--- src/shared/sbgt_cfg.svh ---
`ifndef SBGT_CFG_SVH
`define SBGT_CFG_SVH

// ----------------------------------------------------------------------------
// Register byte offsets on the peripheral bus.
// ----------------------------------------------------------------------------
`define SBGT_OFS_CTRL      12'h000
`define SBGT_OFS_COUNT     12'h004
`define SBGT_OFS_PERIOD    12'h008
`define SBGT_OFS_STATUS    12'h00c

// ----------------------------------------------------------------------------
// Control register field positions.
// ----------------------------------------------------------------------------
`define SBGT_BIT_ENABLE    15
`define SBGT_BIT_IDLE      13
`define SBGT_BIT_GATE      6
`define SBGT_BIT_PS_HI     5
`define SBGT_BIT_PS_LO     4
`define SBGT_BIT_SYNC      2
`define SBGT_BIT_SRC       1
`define SBGT_CTRL_MASK     16'ha076
`define SBGT_CTRL_RESET    16'h0000

// ----------------------------------------------------------------------------
// Reset values and prescale terminal counts.
// ----------------------------------------------------------------------------
`define SBGT_COUNT_RESET   16'h0000
`define SBGT_PERIOD_RESET  16'hffff
`define SBGT_DIV1_LAST     8'h00
`define SBGT_DIV8_LAST     8'h07
`define SBGT_DIV64_LAST    8'h3f
`define SBGT_DIV256_LAST   8'hff

`endif

--- src/shared/sbgt_pkg.sv ---
`default_nettype none

// ----------------------------------------------------------------------------
// Types shared by the timer files.
// ----------------------------------------------------------------------------
package sbgt_pkg;

   // Operating mode decoded from the control bits.
   typedef enum logic [1:0] {
      SBGT_MODE_TIMER,
      SBGT_MODE_GATED,
      SBGT_MODE_SYNC_CNT,
      SBGT_MODE_ASYNC_CNT
   } sbgt_mode_e;

   // Control register fields as a bundle.
   typedef struct packed {
      logic       count_enable;
      logic       halt_in_idle;
      logic       gate_accumulate_enable;
      logic [1:0] prescale_select;
      logic       ext_clock_sync_select;
      logic       clock_source_select;
   } sbgt_ctrl_s;

endpackage

`default_nettype wire

--- src/hdl/sbgt_timer.sv ---
`include "sbgt_cfg.svh"
`default_nettype none

// How it works
// - Sixteen-bit free-running interval timer or counter.
// - Timer modes use cycle clock, counters use pin.
// - Source, gate and sync bits pick mode.
// - Source bit 1, sync bit 2, gate 6.
// - Synchronisation follows the prescaler; async counts directly.
// - Bit 15 starts and stops counting.
// - Bit 13 halts timer during idle.
// - Gate bit ignored with external source.
// - Bits 5-4 divide by 1, 8, 64, 256.
// - Sync bit matters only with external source.
// - Source bit counts pin rising edges.
// - Count writes ignored in running sync counter.
// - Unimplemented control bits read as zero.

// ----------------------------------------------------------------------------
// Timer top level with APB register slave.
// ----------------------------------------------------------------------------
module sbgt_timer #(
   parameter int CNT_W = 16,
   parameter int PS_W  = 8
) (
   input  wire logic        pclk,
   input  wire logic        presetn,
   input  wire logic        psel,
   input  wire logic        penable,
   input  wire logic        pwrite,
   input  wire logic [11:0] paddr,
   input  wire logic [31:0] pwdata,
   input  wire logic [3:0]  pstrb,
   output logic [31:0]      prdata,
   output logic             pready,
   output logic             pslverr,
   input  wire logic        instruction_cycle_clock,
   input  wire logic        ext_count_clock_pin,
   input  wire logic        gate_in,
   input  wire logic        idle_mode,
   output logic             period_match_flag
);

   // -------------------------------------------------------------------------
   // Register state.
   // -------------------------------------------------------------------------
   logic [15:0]      ctrl_q;
   logic [15:0]      ctrl_d;
   logic [CNT_W-1:0] count_q;
   logic [CNT_W-1:0] count_d;
   logic [CNT_W-1:0] period_q;
   logic [CNT_W-1:0] period_d;
   logic             flag_q;
   logic             flag_d;
   logic [31:0]      prdata_q;
   logic [31:0]      prdata_d;
   logic             slverr_d;

   sbgt_pkg::sbgt_ctrl_s ctrl;
   sbgt_pkg::sbgt_mode_e mode;

   // -------------------------------------------------------------------------
   // Field view of the control register.
   // -------------------------------------------------------------------------
   assign ctrl.count_enable           = ctrl_q[`SBGT_BIT_ENABLE];
   assign ctrl.halt_in_idle           = ctrl_q[`SBGT_BIT_IDLE];
   assign ctrl.gate_accumulate_enable = ctrl_q[`SBGT_BIT_GATE];
   assign ctrl.prescale_select        = ctrl_q[`SBGT_BIT_PS_HI:`SBGT_BIT_PS_LO];
   assign ctrl.ext_clock_sync_select  = ctrl_q[`SBGT_BIT_SYNC];
   assign ctrl.clock_source_select    = ctrl_q[`SBGT_BIT_SRC];

   // Mode decode: gate only counts with the internal source, sync only with the pin.
   assign mode = !ctrl.clock_source_select
                 ? (ctrl.gate_accumulate_enable ? sbgt_pkg::SBGT_MODE_GATED
                                                : sbgt_pkg::SBGT_MODE_TIMER)
                 : (ctrl.ext_clock_sync_select  ? sbgt_pkg::SBGT_MODE_SYNC_CNT
                                                : sbgt_pkg::SBGT_MODE_ASYNC_CNT);

   // -------------------------------------------------------------------------
   // Input edges and gate.
   // -------------------------------------------------------------------------
   logic pin_level;
   logic pin_prev_q;
   logic pin_raw_rise;
   logic gate_level;
   logic cyc_prev_q;
   logic cyc_tick;

   // The pin level seen in status goes through two flops; counting uses the raw edge.
   sbgt_edge_sync u_pin_sync (
      .pclk    (pclk),
      .presetn (presetn),
      .din     (ext_count_clock_pin),
      .level   (pin_level),
      .rise    ()
   );

   // The gate is a level from outside, so it is synchronised as well.
   sbgt_edge_sync u_gate_sync (
      .pclk    (pclk),
      .presetn (presetn),
      .din     (gate_in),
      .level   (gate_level),
      .rise    ()
   );

   // Edge of the raw pin and of the cycle enable; pins are taken as synchronous.
   always_ff @(posedge pclk or negedge presetn)
   begin
      if (!presetn)
      begin
         pin_prev_q <= 1'b0;
         cyc_prev_q <= 1'b0;
      end
      else
      begin
         pin_prev_q <= ext_count_clock_pin;
         cyc_prev_q <= instruction_cycle_clock;
      end
   end

   assign pin_raw_rise = ext_count_clock_pin && !pin_prev_q;
   assign cyc_tick     = instruction_cycle_clock && !cyc_prev_q;

   // -------------------------------------------------------------------------
   // Tick selection ahead of the prescaler.
   // -------------------------------------------------------------------------
   logic running;
   logic src_tick;
   logic ps_tick;
   logic ps_clr;
   logic sync_tick_q;
   logic count_tick;

   // Halt in idle only when asked; otherwise the timer keeps going.
   assign running = ctrl.count_enable && !(ctrl.halt_in_idle && idle_mode);
   assign ps_clr  = !ctrl.count_enable;

   // Synchronised counting uses the raw pin edge so the sync stage sits after
   // the prescaler; the two-flop path feeds only status.
   assign src_tick = !running ? 1'b0 :
                     (mode == sbgt_pkg::SBGT_MODE_TIMER)     ? cyc_tick :
                     (mode == sbgt_pkg::SBGT_MODE_GATED)     ? (cyc_tick && gate_level) :
                     pin_raw_rise;

   sbgt_prescaler #(
      .W (PS_W)
   ) u_prescaler (
      .pclk     (pclk),
      .presetn  (presetn),
      .clr      (ps_clr),
      .tick_in  (src_tick),
      .sel      (ctrl.prescale_select),
      .tick_out (ps_tick)
   );

   // Prescaled pin tick is re-timed by one flop in sync mode; async counts at once.
   always_ff @(posedge pclk or negedge presetn)
   begin
      if (!presetn)
         sync_tick_q <= 1'b0;
      else
         sync_tick_q <= ps_tick && (mode == sbgt_pkg::SBGT_MODE_SYNC_CNT);
   end

   assign count_tick = (mode == sbgt_pkg::SBGT_MODE_SYNC_CNT) ? (sync_tick_q && running)
                                                              : ps_tick;

   // -------------------------------------------------------------------------
   // APB decode.
   // -------------------------------------------------------------------------
   logic wr_en;
   logic rd_en;
   logic hit_ctrl;
   logic hit_count;
   logic hit_period;
   logic hit_status;
   logic hit_any;
   logic lo_we;
   logic hi_we;
   logic count_locked;
   logic match;

   assign wr_en      = psel && penable && pwrite;
   assign rd_en      = psel && penable && !pwrite;
   assign hit_ctrl   = (paddr == `SBGT_OFS_CTRL);
   assign hit_count  = (paddr == `SBGT_OFS_COUNT);
   assign hit_period = (paddr == `SBGT_OFS_PERIOD);
   assign hit_status = (paddr == `SBGT_OFS_STATUS);
   assign hit_any    = hit_ctrl || hit_count || hit_period || hit_status;
   assign lo_we      = wr_en && pstrb[0];
   assign hi_we      = wr_en && pstrb[1];
   assign pready     = 1'b1;    // Zero wait states on every access.

   // A running synchronous counter refuses count writes.
   assign count_locked = ctrl.count_enable && (mode == sbgt_pkg::SBGT_MODE_SYNC_CNT);
   assign match        = count_tick && (count_q == period_q);

   // Byte-lane merge for control and period; unimplemented bits stay zero.
   assign ctrl_d = hit_ctrl
                   ? ({hi_we ? pwdata[15:8] : ctrl_q[15:8],
                       lo_we ? pwdata[7:0]  : ctrl_q[7:0]} & `SBGT_CTRL_MASK)
                   : ctrl_q;
   assign period_d = hit_period
                     ? {hi_we ? pwdata[15:8] : period_q[15:8],
                        lo_we ? pwdata[7:0]  : period_q[7:0]}
                     : period_q;

   // Software write wins over the tick only when allowed; match wraps to zero.
   assign count_d = (hit_count && (lo_we || hi_we) && !count_locked)
                    ? {hi_we ? pwdata[15:8] : count_q[15:8],
                       lo_we ? pwdata[7:0]  : count_q[7:0]}
                    : match      ? `SBGT_COUNT_RESET
                    : count_tick ? count_q + 1'b1
                    : count_q;

   // Write one to clear; a match in the same cycle keeps the flag set.
   assign flag_d = match || (flag_q && !(hit_status && lo_we && pwdata[0]));

   assign prdata_d = !rd_en     ? prdata_q :
                     hit_ctrl   ? {16'h0000, ctrl_q} :
                     hit_count  ? {16'h0000, count_q} :
                     hit_period ? {16'h0000, period_q} :
                     hit_status ? {28'h0000000, gate_level, pin_level, running, flag_q} :
                     32'h00000000;
   assign slverr_d = psel && penable && !hit_any;

   // -------------------------------------------------------------------------
   // Register updates.
   // -------------------------------------------------------------------------
   always_ff @(posedge pclk or negedge presetn)
   begin
      if (!presetn)
      begin
         ctrl_q   <= `SBGT_CTRL_RESET;
         count_q  <= `SBGT_COUNT_RESET;
         period_q <= `SBGT_PERIOD_RESET;
         flag_q   <= 1'b0;
      end
      else
      begin
         ctrl_q   <= ctrl_d;
         count_q  <= count_d;
         period_q <= period_d;
         flag_q   <= flag_d;
      end
   end

   // Read data is registered so it stands still between accesses.
   always_ff @(posedge pclk or negedge presetn)
   begin
      if (!presetn)
         prdata_q <= 32'h00000000;
      else
         prdata_q <= prdata_d;
   end

   // With zero wait states the data must be valid in the access cycle itself.
   assign prdata            = rd_en ? prdata_d : prdata_q;
   assign pslverr           = slverr_d;
   assign period_match_flag = flag_q;

endmodule

`default_nettype wire

--- src/hdl/sbgt_prescaler.sv ---
`include "sbgt_cfg.svh"
`default_nettype none

// ----------------------------------------------------------------------------
// Prescaler: passes one tick out of 1, 8, 64 or 256 ticks in.
// ----------------------------------------------------------------------------
module sbgt_prescaler #(
   parameter int W = 8
) (
   input  wire logic       pclk,
   input  wire logic       presetn,
   input  wire logic       clr,
   input  wire logic       tick_in,
   input  wire logic [1:0] sel,
   output logic            tick_out
);

   logic [W-1:0] cnt_q;
   logic [W-1:0] cnt_d;
   logic [W-1:0] last;
   logic         at_last;

   // Terminal count for the selected ratio.
   assign last    = (sel == 2'h3) ? `SBGT_DIV256_LAST :
                    (sel == 2'h2) ? `SBGT_DIV64_LAST  :
                    (sel == 2'h1) ? `SBGT_DIV8_LAST   : `SBGT_DIV1_LAST;
   assign at_last  = (cnt_q >= last);
   assign tick_out = tick_in && at_last;
   assign cnt_d    = clr ? '0 : (tick_in ? (at_last ? '0 : cnt_q + 1'b1) : cnt_q);

   // The divide count clears when the timer stops so each start is clean.
   always_ff @(posedge pclk or negedge presetn)
   begin
      if (!presetn)
         cnt_q <= '0;
      else
         cnt_q <= cnt_d;
   end

endmodule

`default_nettype wire

--- src/hdl/sbgt_edge_sync.sv ---
`include "sbgt_cfg.svh"
`default_nettype none

// ----------------------------------------------------------------------------
// Two-stage synchroniser with rising edge detect on the second stage.
// ----------------------------------------------------------------------------
module sbgt_edge_sync (
   input  wire logic pclk,
   input  wire logic presetn,
   input  wire logic din,
   output logic      level,
   output logic      rise
);

   logic s1_q;
   logic s2_q;
   logic s3_q;

   // Only the second stage reads the first; the edge uses stages two and three.
   always_ff @(posedge pclk or negedge presetn)
   begin
      if (!presetn)
      begin
         s1_q <= 1'b0;
         s2_q <= 1'b0;
         s3_q <= 1'b0;
      end
      else
      begin
         s1_q <= din;
         s2_q <= s1_q;
         s3_q <= s2_q;
      end
   end

   assign level = s2_q;
   assign rise  = s2_q && !s3_q;

endmodule

`default_nettype wire

--- config.mk ---
export PLATFORM = sky130hd
export DESIGN_NAME = sbgt_timer
export DESIGN_NICKNAME = d
export VERILOG_FILES = /design/src/shared/sbgt_pkg.sv /design/src/hdl/sbgt_timer.sv /design/src/hdl/sbgt_prescaler.sv /design/src/hdl/sbgt_edge_sync.sv
export VERILOG_INCLUDE_DIRS = /design/src /design/src/shared
export SDC_FILE = /design/constraint.sdc
export NUM_CORES = 1
export LEC_CHECK = 0
export ABC_AREA = 0
export BUFFER_PORTS_ARGS = -buffer_cell sky130_fd_sc_hd__buf_2
export CORE_AREA = 2 2 117 119
export CTS_CLUSTER_DIAMETER = 200
export DETAILED_ROUTE_END_ITERATION = 10
export DIE_AREA = 0 0 119 121
export PLACE_DENSITY = 0.6
export SLEW_MARGIN = 20
export SYNTH_ARGS = -nofsm -noshare
export SYNTH_HDL_FRONTEND = slang
export SYNTH_SLANG_ARGS = --single-unit
--- constraint.sdc ---
create_clock -name pclk -period 2.9 [get_ports pclk]
set_clock_uncertainty 0.15 [all_clocks]
set_input_delay 0.29 -clock pclk [delete_from_list [all_inputs] [get_ports pclk]]
set_output_delay 0.29 -clock pclk [all_outputs]
set_load 0.005 [all_outputs]
After elaboration in Yosys (flattened, before gate mapping)
Index checks and enable logic that the tools add are counted.

Word-level logic and storage cells: 96. Output and inout port bits: 35. Bits of input ports: 57. Bits in registers: 86.

Multiplexer cells: 24. Add/sub/neg operators: 2. Eq/ne operators: 12. $lt $le $gt $ge: 1. Reduce and logical (&&, ||, !) cells: 42.

Operator list (number): 2-to-1 mux 16 bit (6); 2-to-1 mux 32 bit (2); 2-to-1 mux 8 bit (7); equality test 12 x 4 -> 1 bit, second input constant (2); logical AND 1 bit (21); adder 16 x 1 -> 16 bit, second input constant (1); equality test 16 bit (1); equality test 12 x 3 -> 1 bit, second input constant (1); logical NOT 12 bit (1); AND reduction 2 bit (6); adder 8 x 1 -> 8 bit, second input constant (1); >= comparator 8 bit (1); logical NOT 1 bit (7); equality test 2 bit, second input constant (3); 2-to-1 mux 1 bit (6); logical OR 1 bit (5); equality test 2 x 1 -> 1 bit, second input constant (2); 2-to-1 mux 4 bit (1); inequality test 2 bit, second input constant (2); 2-to-1 mux 3 bit (1); nonzero test 3 bit (1); logical NOT 2 bit (1); 2-to-1 mux 2 bit (1); inequality test 2 x 1 -> 1 bit, second input constant (1).

Depth between registers and ports, before layout
Depth in word-level cells: 11. Gate-level depth with buffers: 11.

Cells and area by module
Synthesis repeated with hierarchy kept, for this count alone.

Cells, all modules: 444. Area, all modules: 4690.7 um^2.

By module, submodules not included: sbgt_timer (area each 3902.5 um^2, cells each 366, instances 1); sbgt_prescaler (area each 610.6 um^2, cells each 70, instances 1); sbgt_edge_sync (area each 88.8 um^2, cells each 4, instances 2).

Worst setup path after synthesis
No wires, ideal clock.

Kind: reg2reg. Start: reg ctrl_q[5]. End: reg count_q[14]. Arrival: 2.196 ns. Data required time: 2.624 ns. Cell stages (with the launch flop): 12. Clock period less this slack: 2.472 ns. Path slack: 0.428 ns. Path through: dfrtp_1 > clkbuf_1 > nand2_1 > ha_1 > nand2_1 > o31ai_1 > nor3_1 > o21bai_2 > o21ai_2 > buf_2 > a32oi_1 > o21ai_1.

Longest elaborated chain between the ends: 10. Elaborated cells on any way between the ends: 14.

Ends and longest elaborated chain: start: declaration (RTL line sbgt_timer.sv:47) `logic [15:0] ctrl_q;`; start signal: assignment (RTL line sbgt_timer.sv:235) `` ctrl_q <= `SBGT_CTRL_RESET; ``; start signal: assignment (RTL line sbgt_timer.sv:242) `ctrl_q <= ctrl_d;`; equality test 2 x 1 -> 1 bit (RTL line sbgt_prescaler.sv:26) `` (sel == 2'h1) ? `SBGT_DIV8_LAST : `SBGT_DIV1_LAST; ``; 2-to-1 mux 3 bit (no line); 2-to-1 mux 8 bit (no line); 2-to-1 mux 8 bit (no line) *; >= comparator 8 bit * (RTL line sbgt_prescaler.sv:27) `assign at_last = (cnt_q >= last);`; logical AND 1 bit * (RTL line sbgt_prescaler.sv:28) `assign tick_out = tick_in && at_last;`; 2-to-1 mux 1 bit * (RTL line sbgt_timer.sv:166) `assign count_tick = (mode == sbgt_pkg::SBGT_MODE_SYNC_CNT) ? (sync_tick_q && running)`; logical AND 1 bit (RTL line sbgt_timer.sv:197) `assign match = count_tick && (count_q == period_q);`; nonzero test 3 bit (no line) / 2-to-1 mux 16 bit (equally long branches); AND reduction 2 bit (no line) / 2-to-1 mux 16 bit (equally long branches); end signal: assignment (RTL line sbgt_timer.sv:236) `` count_q <= `SBGT_COUNT_RESET; ``; end signal: assignment (RTL line sbgt_timer.sv:243) `count_q <= count_d;`; end: declaration (RTL line sbgt_timer.sv:49) `logic [CNT_W-1:0] count_q;`.

Every way passes the cells marked *; elsewhere a longest branch is shown, timed or not. A chain may end at the register's enable or synchronous reset.

Worst setup path in the final report
Start: reg ctrl_q[5]. End: reg count_q[0].

The elaborated chain is that of the path after synthesis.

==> results.sh <==
export IMPL_status="complete, no violations"
export IMPL_place_inst=680
export IMPL_hp_class="in2reg"
export IMPL_setup_viol=0
export IMPL_setup_tns_final_ns=0
export IMPL_numCtsBuffers=9
export IMPL_antenna_found_initial=0
export IMPL_htreeDepth=3
export IMPL_synthFlopType="dfrtp_1"
export IMPL_swShare_pct=21.6
export IMPL_startpoint_type="flip-flop"
export IMPL_netlist_area_um2=4480
export IMPL_ys_ff_latch=86
export IMPL_place_gp_congestion=0.916
export IMPL_cts_tree="built"
export IMPL_power_frac_clock_pct=48.8
export IMPL_dp_final_hpwl_mm=8.54
export IMPL_vias=3607
export IMPL_routed_wl_mm=11.5
export IMPL_antenna_left=0
export IMPL_fp_coreArea_um2=13100
export IMPL_cts_sink_count=86
export IMPL_synth_top_area_cell="dfrtp_1"
export IMPL_worstRegToRegCells=10
export IMPL_cts_repair_resize_count=0
export IMPL_grt_ovfl_total=0
export IMPL_combPwrFrac_pct=4.5
export IMPL_ff2ff_setup_slack_ns=0.25
export IMPL_synthTopCellsByCount="dfrtp_1, nand2_1, nor2_1"
export IMPL_grt_pass1_wl_mm=19.1
export IMPL_track_usage_pct=17.0
export IMPL_drive_above_1_share_pct=30.7
export IMPL_drt_pass1_iterations=5
export IMPL_port_buffers=72
export IMPL_final_max_slew_violation_count=0
export IMPL_ys_seq_area_share_pct=48.5
export IMPL_leakage_nw=2.43
export IMPL_finalHoldViolCount=0
export IMPL_path_common_cell="nand2_1"
export IMPL_start_util_pct=34.2
export IMPL_end_kind="flip-flop"
export IMPL_finalCriticalPeriod_ns=2.65
export IMPL_crit_required_ns=2.97
export IMPL_rows=42
export IMPL_finalNetCount=581
export IMPL_crit_type="reg2reg"
export IMPL_io_pins=92
export IMPL_arrival_ns=2.72
export IMPL_final_cells=700
export IMPL_die_area_um2=14400
export IMPL_die_h_um=121
export IMPL_intPower_mw=2.03
export IMPL_power_density_nw_per_um2=472
export IMPL_synth_area_leaders="dfrtp_1, dfstp_2, mux2_2, xnor2_1, nand2_1"
export IMPL_crit_cells=10
export IMPL_synth_top_area_share_pct=39.1
export IMPL_drt_iter0_markers=249
export IMPL_n_antenna_cell=0
export IMPL_die_w_um=119
export IMPL_rsz0062_at_grt="false"
export IMPL_p_total_mw=2.59
export IMPL_slew_headroom_pct=62.6
export IMPL_clk_pin_slew_ns=0.06
export IMPL_wl_per_cell_um=16.4
export IMPL_grt_max_degree=45
export IMPL_via_per_inst=5.15
export IMPL_clk_latency_ns=0.34
export IMPL_p_switching_mw=0.557
export IMPL_period_share_pct=91.4
export IMPL_cpLargestDelayFamily="compound AO/OA/AOI/OAI gates"
export IMPL_maxCapViolCount=0
export IMPL_path_cells="nand2_1 > ha_1 > nand2_1 > o31ai_1 > nor3_1 > o21bai_2 > buf_4 > nand2_4 > a221oi_1 > a21oi_1"
export IMPL_cp_slowest_cell="dfrtp_1"
export IMPL_syn_inst=436
export IMPL_syn_nets=498
export IMPL_whs_path_depth=2
export IMPL_async_flop_share_pct=100
export IMPL_cts_buffer_depth=2
export IMPL_worstMarginPinSlew_ns=0.561
export IMPL_grt_pass1_vias=3673
export IMPL_post_synth_num_cell_types=58
export IMPL_clock_root_buffer="clkbuf_16"
export IMPL_vdd_ir_drop_max_uv=225
export IMPL_drc=0
export IMPL_crit_fanout=18
export IMPL_syn_area_per_cell_um2=10.3
export IMPL_crit_buf_inv=1
export IMPL_yosysMostFrequentCell="dfrtp_1"
export IMPL_seqPwrFrac_pct=46.7
export IMPL_synth_enable_flop_cells=0
export IMPL_max_stage_delay_ns=0.45
export IMPL_area_delta_synth_final_pct=22.2
export IMPL_clock_fmax_mhz=377
export IMPL_ys_warn_count=0
## layout make-up
cell class | count | area (µm²)
Timing Repair Buffer | 93 | 543
Tap cell | 176 | 220
Fill cell | 1274 | 7610
Inverter | 13 | 48.8
Sequential cell | 86 | 2170
Clock inverter | 6 | 92.6
Clock buffer | 10 | 239
Multi-Input combinational cell | 316 | 2160
## worst paths after layout
kind | to | start
worst min-delay path | period_q[10] | pwdata[10]
worst max-delay path | count_q[0] | ctrl_q[5]
worst max register to register | count_q[0] | ctrl_q[5]
worst min register to register | u_gate_sync.level | u_gate_sync.s1_q
max in group asynchronous | period_q[14] | presetn
min in group asynchronous | prdata_q[21] | presetn
## through the flow
stage	utilization, %	area (µm²)	setup WS (ns)	hold WS [ns]
final	41.8	5480	0.248	0.0515
after global routing	41.8	5480	0.0624	0.0582
after CTS	41.8	5480	0.260	0.0512
after detailed placement	39.0	5100	0.277	0.170
after global placement	39.0	5100	0.314	0.161
after floorplan	-	4480	0.428	-0.156
## placed cells by master, fill, tap and decap left out, drive strengths merged, types with 3 or more instances in the layout
| cell | synthesis | routed |
|---|---|---|
| a21boi | 3 | 3 |
| a21oi | 20 | 20 |
| a22oi | 8 | 8 |
| a32oi | 6 | 6 |
| and2 | 20 | 20 |
| and3 | 4 | 4 |
| buf | 12 | 89 |
| clkbuf | 9 | 10 |
| dfrtp | 70 | 70 |
| dfstp | 16 | 16 |
| dlygate4sd3 | 0 | 4 |
| ha | 5 | 5 |
| inv | 13 | 14 |
| mux2 | 23 | 23 |
| mux2i | 8 | 8 |
| nand2 | 42 | 42 |
| nand3 | 20 | 20 |
| nand4 | 10 | 10 |
| nor2 | 31 | 31 |
| nor2b | 6 | 6 |
| nor3 | 9 | 9 |
| nor4 | 6 | 6 |
| o21ai | 27 | 27 |
| o22ai | 5 | 5 |
| o2bb2ai | 4 | 4 |
| o31ai | 12 | 12 |
| or2 | 4 | 4 |
| xnor2 | 19 | 19 |
## power by group through the flow
stage / Sequential, mW / Clock [mW] / Combinational [mW]
2_1_floorplan: 1.23 / 0 / 0.0348
3_3_place_gp: 1.23 / 0 / 0.111
3_5_place_dp: 1.23 / 0 / 0.114
4_1_cts: 1.21 / 1.29 / 0.119
5_1_grt: 1.21 / 1.34 / 0.129
6_report: 1.21 / 1.26 / 0.115
## routing by layer
layer / GRT usage [%] / share of wire, % / routed length (µm)
met4: 7.37 / 2.4 / 272
met3: 3.24 / 4.9 / 561
met1: 22.0 / 46 / 5290
met2: 27.8 / 47 / 5370
met5: 0 / 0 / 0
## logic make-up after synthesis
group                      Yosys count  synth area share, %
AOI/OAI and AO/OA                   97                 14.6
xor gates and xnor gates            20                 3.91
adders and majority gates            5                 1.40
buffers and inverters               34                 3.32
DFF                                 86                 48.5
muxes                               33                 8.57
other                                1               0.0837
and+or+nand+nor                    160                 19.6
## sequential cells by signal, indices dropped and copies added, names as in the netlist
signal             flops
u_gate_sync.level      1
u_prescaler.cnt_q      8
u_pin_sync.level       1
period_q              16
sync_tick_q            1
u_gate_sync.s1_q       1
count_q               16
cyc_prev_q             1
ctrl_q                 7
period_match_flag      1
prdata_q              32
u_pin_sync.s1_q        1
## what timing repair did
action                                 4_1_cts  5_1_grt
buffers inserted                             0        0
endpoints found under the hold margin       40        0
hold buffers                                 4        0
(Power assumes the default switching activity.)
